===== src/shared/sec_port_params.svh =====
// Purpose: constants for the secondary audio port receive timing block
// Assumes: 50 MHz core clock, 32-bit slots
// Notes: addresses are the register map offsets on the control port
`ifndef SEC_PORT_PARAMS_SVH
`define SEC_PORT_PARAMS_SVH

`define TXCFG_ADDR 8'h25
`define RXCFG_ADDR 8'h26
`define TXCFG_RST 8'h07
`define RXCFG_RST 8'h00
`define TXCFG_RSVD_HI 7
`define TXCFG_RSVD_LO 6
`define TXCFG_SRC_BIT 5
`define RXCFG_EDGE_BIT 7
`define RXCFG_INT_FS_BIT 6
`define RXCFG_INT_BCLK_BIT 5
`define FIELD_LO_MSB 4
`define CLK_MHZ 50
`define BCLK_HALF_NS 80
`define BCLK_HALF_CYC ((`BCLK_HALF_NS * `CLK_MHZ + 999) / 1000)
`define SLOT_BITS 32
`define FRAME_BITS 64
`define FIFO_DEPTH 16

`endif


===== src/shared/sec_port_pkg.sv =====
// Purpose: types for the secondary audio port receive timing block
// Assumes: 32-bit slots on both data pins
// Notes: constants live in sec_port_params.svh
package sec_port_pkg;

    typedef enum logic [1:0] {
        FMT_TDM,
        FMT_I2S,
        FMT_LJ
    } fmt_t;

    typedef struct packed {
        logic [1:0] rsvd;
        logic src;
        logic [4:0] slot;
    } tx_cfg_t;

    typedef struct packed {
        logic edge_inv;
        logic int_fs;
        logic int_bclk;
        logic [4:0] offset;
    } rx_cfg_t;

    typedef struct packed {
        logic right;
        logic [31:0] d1;
        logic [31:0] d2;
    } rx_word_t;

    typedef struct packed {
        logic [3:0] s1;
        logic [3:0] s2;
        logic bclk_prev;
        logic fs_at_samp;
        logic [7:0] div_cnt;
        logic bclk_int;
        logic [6:0] fcnt;
        logic fsync_int;
        logic [9:0] pos;
        logic half;
        logic [31:0] sh1;
        logic [31:0] sh2;
        logic pend_v;
        rx_word_t pend;
        logic overrun;
        logic dout;
        logic dout_oe;
        logic [4:0] tx_slot_seen;
        logic [7:0] rdata;
        tx_cfg_t tx_cfg;
        rx_cfg_t rx_cfg;
    } state_t;

endpackage


===== src/core/sec_port_rx_timing.sv =====
// Purpose: secondary audio port channel 8 output and receive timing control
// Assumes: link pins are asynchronous and pass two flops before use
// Notes: captures slot 0 of both data pins, slots are 32 bits wide
`timescale 1ns/1ps
`include "sec_port_params.svh"

module sec_port_rx_timing (
    // clock, reset, enable
    input wire logic i_clk,
    input wire logic i_rst,
    input wire logic i_ce,
    // register port
    input wire logic i_reg_wr,
    input wire logic [7:0] i_reg_addr,
    input wire logic [7:0] i_reg_wdata,
    output logic [7:0] o_reg_rdata,
    // port configuration
    input wire logic i_controller_mode,
    input wire logic i_bit_clock_polarity,
    input wire sec_port_pkg::fmt_t i_fmt,
    // serial link pins
    input wire logic i_bclk,
    input wire logic i_fsync,
    input wire logic i_din,
    input wire logic i_din2,
    output logic o_dout,
    output logic o_dout_oe,
    output logic o_bclk_int,
    output logic o_fsync_int,
    // channel 8 source word
    input wire logic [31:0] i_cross_device_link_data,
    // captured slot 0 words
    output logic o_rx_valid,
    output sec_port_pkg::rx_word_t o_rx_word,
    input wire logic i_rx_ready,
    output logic o_overrun
);
    sec_port_pkg::state_t s_r;
    sec_port_pkg::state_t s_nxt;
    logic fifo_ready;
    logic bclk_sel;
    logic fs_sel;
    logic samp;
    logic drive;
    logic on_rise;
    logic start_l;
    logic start_r;
    logic [9:0] cur;
    logic [9:0] tpos;
    logic [9:0] off_lo;
    logic [9:0] off_hi;
    logic complete;
    logic [4:0] slot_id;

    function automatic logic hit(input logic [7:0] a, input logic [7:0] want);
        hit = (a == want);
    endfunction

    always_comb begin
        s_nxt = s_r;
        // pins: the first stage feeds only the second
        s_nxt.s1 = {i_bclk, i_fsync, i_din, i_din2};
        s_nxt.s2 = s_r.s1;
        // internal clocks, used only when controlling the link
        if (s_r.div_cnt == 8'(`BCLK_HALF_CYC - 1)) begin
            s_nxt.div_cnt = 8'h00;
            s_nxt.bclk_int = !s_r.bclk_int;
            if (s_r.bclk_int) begin
                s_nxt.fcnt = (s_r.fcnt == 7'(`FRAME_BITS - 1)) ? 7'h00 : s_r.fcnt + 7'h01;
                s_nxt.fsync_int = (s_nxt.fcnt < 7'(`FRAME_BITS / 2));
            end
        end else begin
            s_nxt.div_cnt = s_r.div_cnt + 8'h01;
        end
        bclk_sel = (i_controller_mode && s_r.rx_cfg.int_bclk) ? s_r.bclk_int : s_r.s2[3];
        fs_sel = (i_controller_mode && s_r.rx_cfg.int_fs) ? s_r.fsync_int : s_r.s2[2];
        s_nxt.bclk_prev = bclk_sel;
        on_rise = !(i_bit_clock_polarity ^ s_r.rx_cfg.edge_inv);
        samp = on_rise ? (bclk_sel && !s_r.bclk_prev) : (!bclk_sel && s_r.bclk_prev);
        drive = on_rise ? (!bclk_sel && s_r.bclk_prev) : (bclk_sel && !s_r.bclk_prev);
        // frame and half starts seen at sampling edges
        if (i_fmt == sec_port_pkg::FMT_I2S) begin
            start_l = !fs_sel && s_r.fs_at_samp;
            start_r = fs_sel && !s_r.fs_at_samp;
        end else begin
            start_l = fs_sel && !s_r.fs_at_samp;
            start_r = (i_fmt == sec_port_pkg::FMT_LJ) && !fs_sel && s_r.fs_at_samp;
        end
        // i2s puts the msb one bit clock after the frame sync edge
        if (start_l || start_r) begin
            cur = (i_fmt == sec_port_pkg::FMT_I2S) ? 10'h3ff : 10'h000;
        end else begin
            cur = s_r.pos + 10'h001;
        end
        off_lo = {5'h00, s_r.rx_cfg.offset};
        off_hi = off_lo + 10'(`SLOT_BITS - 1);
        complete = samp && (cur == off_hi);
        if (samp) begin
            s_nxt.fs_at_samp = fs_sel;
            s_nxt.pos = cur;
            if (start_l || start_r) begin
                s_nxt.half = start_r;
            end
            // slot 0 in every half, shifted msb first
            if (cur != 10'h3ff && cur >= off_lo && cur <= off_hi) begin
                s_nxt.sh1 = {s_r.sh1[30:0], s_r.s2[1]};
                s_nxt.sh2 = {s_r.sh2[30:0], s_r.s2[0]};
            end
        end
        // one pending word rides out fifo back-pressure; a second one is lost
        if (s_r.pend_v && fifo_ready) begin
            s_nxt.pend_v = 1'b0;
        end
        if (complete) begin
            if (s_r.pend_v && !fifo_ready) begin
                s_nxt.overrun = 1'b1;
            end else begin
                s_nxt.pend_v = 1'b1;
                s_nxt.pend.right = s_nxt.half;
                s_nxt.pend.d1 = {s_r.sh1[30:0], s_r.s2[1]};
                s_nxt.pend.d2 = {s_r.sh2[30:0], s_r.s2[0]};
            end
        end
        // channel 8 transmit, launched half a bit ahead of the far end's sampling
        tpos = s_r.pos + 10'h001;
        if (i_fmt == sec_port_pkg::FMT_TDM) begin
            slot_id = tpos[9:5];
        end else begin
            slot_id = {s_r.half, tpos[8:5]};
        end
        if (drive) begin
            s_nxt.tx_slot_seen = slot_id;
            s_nxt.dout_oe = s_r.tx_cfg.src && (slot_id == s_r.tx_cfg.slot)
                && (i_fmt == sec_port_pkg::FMT_TDM || tpos[9] == 1'b0);
            s_nxt.dout = i_cross_device_link_data[5'h1f - tpos[4:0]];
        end
        if (!s_r.tx_cfg.src) begin
            s_nxt.dout_oe = 1'b0;
        end
        // register port
        if (i_reg_wr && hit(i_reg_addr, `TXCFG_ADDR)) begin
            s_nxt.tx_cfg = {2'b00, i_reg_wdata[`TXCFG_SRC_BIT:0]};
        end
        if (i_reg_wr && hit(i_reg_addr, `RXCFG_ADDR)) begin
            s_nxt.rx_cfg = i_reg_wdata;
        end
        if (hit(i_reg_addr, `TXCFG_ADDR)) begin
            s_nxt.rdata = s_r.tx_cfg;
        end else if (hit(i_reg_addr, `RXCFG_ADDR)) begin
            s_nxt.rdata = s_r.rx_cfg;
        end else begin
            s_nxt.rdata = 8'h00;
        end
    end

    always_ff @(posedge i_clk) begin
        if (i_rst) begin
            s_r <= '0;
            s_r.tx_cfg <= `TXCFG_RST;
            s_r.rx_cfg <= `RXCFG_RST;
        end else if (i_ce) begin
            s_r <= s_nxt;
        end
    end

    sample_fifo #(
        .WIDTH($bits(sec_port_pkg::rx_word_t)),
        .DEPTH(`FIFO_DEPTH)
    ) u_fifo (
        .i_clk(i_clk),
        .i_rst(i_rst),
        .i_ce(i_ce),
        .i_in_valid(s_r.pend_v),
        .i_in_data(s_r.pend),
        .o_in_ready(fifo_ready),
        .o_out_valid(o_rx_valid),
        .o_out_data(o_rx_word),
        .i_out_ready(i_rx_ready)
    );

    assign o_reg_rdata = s_r.rdata;
    assign o_dout = s_r.dout;
    assign o_dout_oe = s_r.dout_oe;
    assign o_bclk_int = s_r.bclk_int;
    assign o_fsync_int = s_r.fsync_int;
    assign o_overrun = s_r.overrun;
endmodule


===== src/core/sample_fifo.sv =====
// Purpose: flop-based first-in first-out buffer for captured slot words
// Assumes: single clock, push and pop may share a cycle
// Notes: out_data is the head entry, valid while out_valid is high
`timescale 1ns/1ps
module sample_fifo #(
    parameter int WIDTH = 65,
    parameter int DEPTH = 16
) (
    // clock, reset and enable
    input wire logic i_clk,
    input wire logic i_rst,
    input wire logic i_ce,
    // fill side
    input wire logic i_in_valid,
    input wire logic [WIDTH-1:0] i_in_data,
    output logic o_in_ready,
    // drain side
    output logic o_out_valid,
    output logic [WIDTH-1:0] o_out_data,
    input wire logic i_out_ready
);
    localparam int AW = $clog2(DEPTH);

    typedef struct packed {
        logic [DEPTH-1:0][WIDTH-1:0] mem;
        logic [AW:0] wp;
        logic [AW:0] rp;
    } fifo_st_t;

    fifo_st_t f_r;
    fifo_st_t f_nxt;
    logic full;
    logic empty;

    always_comb begin
        full = (f_r.wp[AW] != f_r.rp[AW]) && (f_r.wp[AW-1:0] == f_r.rp[AW-1:0]);
        empty = (f_r.wp == f_r.rp);
        f_nxt = f_r;
        if (i_in_valid && !full) begin
            f_nxt.mem[f_r.wp[AW-1:0]] = i_in_data;
            f_nxt.wp = f_r.wp + 1'b1;
        end
        if (i_out_ready && !empty) begin
            f_nxt.rp = f_r.rp + 1'b1;
        end
    end

    always_ff @(posedge i_clk) begin
        if (i_rst) begin
            f_r <= '0;
        end else if (i_ce) begin
            f_r <= f_nxt;
        end
    end

    assign o_in_ready = !full;
    assign o_out_valid = !empty;
    assign o_out_data = f_r.mem[f_r.rp[AW-1:0]];
endmodule


===== config.mk =====
export PLATFORM = sky130hd
export DESIGN_NAME = sec_port_rx_timing
export DESIGN_NICKNAME = d
export VERILOG_FILES = /design/src/shared/sec_port_pkg.sv /design/src/core/sec_port_rx_timing.sv /design/src/core/sample_fifo.sv
export VERILOG_INCLUDE_DIRS = /design/src /design/src/shared
export SDC_FILE = /design/constraint.sdc
export NUM_CORES = 2
export LEC_CHECK = 0
export BUFFER_PORTS_ARGS = -buffer_cell sky130_fd_sc_hd__buf_2
export CELL_PAD_IN_SITES_DETAIL_PLACEMENT = 0
export CELL_PAD_IN_SITES_GLOBAL_PLACEMENT = 2
export CORE_MARGIN = 2
export CORE_UTILIZATION = 35
export CTS_CLUSTER_DIAMETER = 100
export DETAILED_ROUTE_END_ITERATION = 16
export GPL_TIMING_DRIVEN = 1
export PLACE_DENSITY = 0.84
export REMOVE_ABC_BUFFERS = 1
export SLEW_MARGIN = 5
export SYNTH_ARGS = -nofsm -noshare
export SYNTH_HDL_FRONTEND = slang
export SYNTH_SLANG_ARGS = --single-unit

===== constraint.sdc =====
create_clock -name i_clk -period 2.9 [get_ports i_clk]
set_input_delay 0.145 -clock i_clk [delete_from_list [all_inputs] [get_ports i_clk]]
set_output_delay 0.145 -clock i_clk [all_outputs]
set_load 0.02 [all_outputs]

==> impl_metrics.env <==
export IMPL_status="finished, violations left"
export IMPL_violations="negative setup slack"
export IMPL_grt_pass1_vias=41500
export IMPL_finalPower_w=0.03573
export IMPL_drt_pass1_iterations=5
export IMPL_reg2reg_from="s_r[6]$_SDFFE_PP0P_"
export IMPL_overflow=0
export IMPL_wl_per_cell_um=23.28
export IMPL_synthTopCellsByArea="dfxtp_1 47%, nand2_1 16%, mux4_2 14%"
export IMPL_cpMaxStageDelayCell="mux4_2"
export IMPL_n_antenna_cell=0
export IMPL_ys_seq_area_share_pct=47.29
export IMPL_maxSlewHeadroom_pct=43.18
export IMPL_final_nets=6018
export IMPL_crit_end="o_rx_word[0]"
export IMPL_ys_flop_type="dfxtp_1"
export IMPL_crit_path_start_kind="flop"
export IMPL_yosysWarnings=0
export IMPL_switching_power_w=0.007837
export IMPL_final_max_slew_violation_count=0
export IMPL_die_area_mm2=0.1532
export IMPL_synth_edff_count=0
export IMPL_critical_path_max_fanout=6
export IMPL_drc=0
export IMPL_die_h_um=391.4
export IMPL_detailed_place_area_mm2=0.05581
export IMPL_crit_top_cell="buf_12"
export IMPL_cap_violations=0
export IMPL_ctsRootBufferMaster="clkbuf_16"
export IMPL_cts_tree="built"
export IMPL_grt_pass1_wl_um=277000
export IMPL_setup_violations_final=88
export IMPL_drtIter0Drc=3923
export IMPL_ys_ff_latch=1241
export IMPL_initial_utilization_pct=35.16
export IMPL_min_period_ns=3.086
export IMPL_num_rows=142
export IMPL_fin_util_pct=42.18
export IMPL_clock_skew_ns=0.02601
export IMPL_final_hold_violation_count=0
export IMPL_crit_start="u_fifo.f_r[0]$_SDFFE_PP0P_"
export IMPL_track_usage_pct=24.09
export IMPL_vdd_drop_max_mv=0.5335
export IMPL_syn_area_per_cell_um2=8.801
export IMPL_area_delta_synth_final_pct=19.99
export IMPL_swShare_pct=21.94
export IMPL_worst_setup_path_type="reg2out"
export IMPL_crit_family="multiplexers"
export IMPL_post_synth_top_area_cell="dfxtp_1"
export IMPL_cp_depth=6
export IMPL_cts_buffers=142
export IMPL_synth_most_common_cell="nand2_1"
export IMPL_drtAntennaViolNets=0
export IMPL_ff2ff_path_depth=14
export IMPL_dp_cells=7701
export IMPL_path_cells="buf_12 > buf_12 > buf_12 > mux4_2 > mux4_2 > buf_6"
export IMPL_hp_class="in2reg"
export IMPL_die_x_um=391.4
export IMPL_synth_common_cells="2241 x nand2_1, 1241 x dfxtp_1, 1057 x a21oi_1"
export IMPL_setup_slack_ns=-0.1861
export IMPL_critPathRequiredTime_ns=2.76
export IMPL_fmax_mhz=324.0
export IMPL_core_area_mm2=0.1494
export IMPL_hpwlAfterDp_um=97920
export IMPL_clkSinkCount=1241
export IMPL_clk_latency_ns=0.78
export IMPL_vias_per_cell=5.372
export IMPL_gp_congestion=0.7825
export IMPL_antenna_found_initial=1
export IMPL_clockBufferDepth=3
export IMPL_drt_wl_total_um=187700
export IMPL_cts_max_level=4
export IMPL_p_comb_share_pct=1.8
export IMPL_pwr_share_clk_pct=50.4
export IMPL_powerDensity_mw_per_mm2=566.8
export IMPL_netlist_instances=5969
export IMPL_rsz0062_at_grt="yes"
export IMPL_async_reset_ff_share_pct=0
export IMPL_vias=43310
export IMPL_worst_slew_pin_slew_ns=0.8511
export IMPL_power_leakage_nw=20.49
export IMPL_ys_types=66
export IMPL_slowest_delay_ns=0.57
export IMPL_path_buf_inv=4
export IMPL_design_area_mm2=0.06303
export IMPL_fin_cells=8061
export IMPL_reg2reg_to="s_r[120]$_SDFFE_PP0P_"
export IMPL_fillers=14460
export IMPL_cp_data_arrival_time_ns=2.94
export IMPL_io_buffers=139
export IMPL_finalSetupTns_ns=-8.102
export IMPL_drive_above_1_share_pct=17.12
export IMPL_end_kind="primary output"
export IMPL_synth_top_area_share_pct=47.29
export IMPL_grt_max_degree=149
export IMPL_fin_crit_sh_pct=106.4
export IMPL_internal_power_w=0.02789
export IMPL_seqPwrFrac_pct=47.8
export IMPL_ios=140
export IMPL_r2r_slack_ns=-0.03
export IMPL_cts_reportedPaths_clkPinSlew_ns=0.06
export IMPL_syn_area_mm2=0.05253
## power groups by stage
stage / combinational, W / clock, W / sequential [W]
2_1_floorplan: 0.000142 / 0 / 0.0175
3_3_place_gp: 0.000576 / 0 / 0.0175
3_5_place_dp: 0.000576 / 0 / 0.0175
4_1_cts: 0.000636 / 0.0183 / 0.0171
5_1_grt: 0.000687 / 0.0190 / 0.0171
6_report: 0.000643 / 0.0180 / 0.0171
## cell families (layout without fill, tap and decap cells)
| family | count (synthesis) | count (layout) | share of synthesized area, % |
|---|---|---|---|
| buffers and inverters | 620 | 696 | 5.192 |
| AOI/OAI and AO/OA | 1122 | 1122 | 11.01 |
| muxes | 493 | 493 | 17.38 |
| and+or+nand+nor | 2431 | 2431 | 17.95 |
| xor gates and xnor gates | 41 | 41 | 0.6836 |
| adders and majority gates | 21 | 21 | 0.4954 |
| DFF | 1241 | 1241 | 47.29 |
## per-stage QoR
step | hold WS [ns] | setup slack, ns
after floorplan | 0.2141 | -10.31
after detailed placement | 0.3795 | -0.1868
final | 0.06243 | -0.1861
after global placement | 0.3794 | -0.1740
after CTS | 0.003242 | -0.2606
after global routing | 0.1008 | -0.2451
## cell usage in the layout, fill, tap and decap left out, types with 34 or more instances in the layout
master,instances
a21oi_1,1055
buf_12,106
buf_16,34
buf_2,79
buf_4,105
buf_6,64
clkbuf_1,38
clkbuf_16,153
dfxtp_1,1233
mux2i_1,155
mux4_2,335
nand2_1,2241
nor2_1,76
## cell type report
cell class	count	area, um2	area share, %
clock inverters	36	390.4	0.6193
well taps	2016	2522	4.002
flip-flops and latches	1241	24870	39.45
repair buffers	428	5505	8.734
multi-input cells	4108	25430	40.35
inverters	16	65.06	0.1032
clock buffers	216	4248	6.739
## layer usage
metal / part of all wire [%] / global-route usage (%) / wire length, um
met5: 0.0037 / 0 / 7
met4: 2.4 / 6.402 / 4462
met3: 7.1 / 3.950 / 13400
met2: 47 / 39.08 / 88150
met1: 44 / 33.16 / 81640
## worst register-to-register path: cells and delay by family, from the launching register on
| kind | cells | cell delay, ns |
|---|---|---|
| DFF | 1 | 0.36 |
| and+or+nand+nor | 2 | 0.29 |
| buffers and inverters | 4 | 0.69 |
| AOI/OAI and AO/OA | 6 | 1.11 |
| adders and majority gates | 1 | 0.21 |
| muxes | 1 | 0.14 |
## worst min path at each step
stage / from / to / cells after the start
after floorplan: i_rst / o_overrun$_SDFFE_PP0P_ / 1
after global placement: i_din / s_nxt[193]$_SDFFE_PP0P_ / 3
after detailed placement: i_reg_wdata[2] / s_r[10]$_SDFFE_PP1P_ / 3
after CTS: i_reg_wr / s_r[11]$_SDFFE_PP0P_ / 4
after global routing: i_reg_wr / s_r[11]$_SDFFE_PP0P_ / 4
final: i_reg_wr / s_r[11]$_SDFFE_PP0P_ / 4
## registers in the layout, indices dropped and copies added, names as in the netlist
signal / count
o_bclk_int: 1
o_dout: 1
o_dout_oe: 1
o_fsync_int: 1
o_overrun: 1
o_reg_rdata: 8
off_lo: 5
s_nxt: 4
s_r: 169
u_fifo.f_r: 1050
## what timing repair did
item,in CTS,in global routing
gates cloned,39,6
resized for setup,195,53
hold endpoints to repair,67,0
buffers inserted,41,14
hold buffers,27,0
pin swaps,11,15
setup endpoints to repair,166,176
Power figures use the tool's default switching activity.
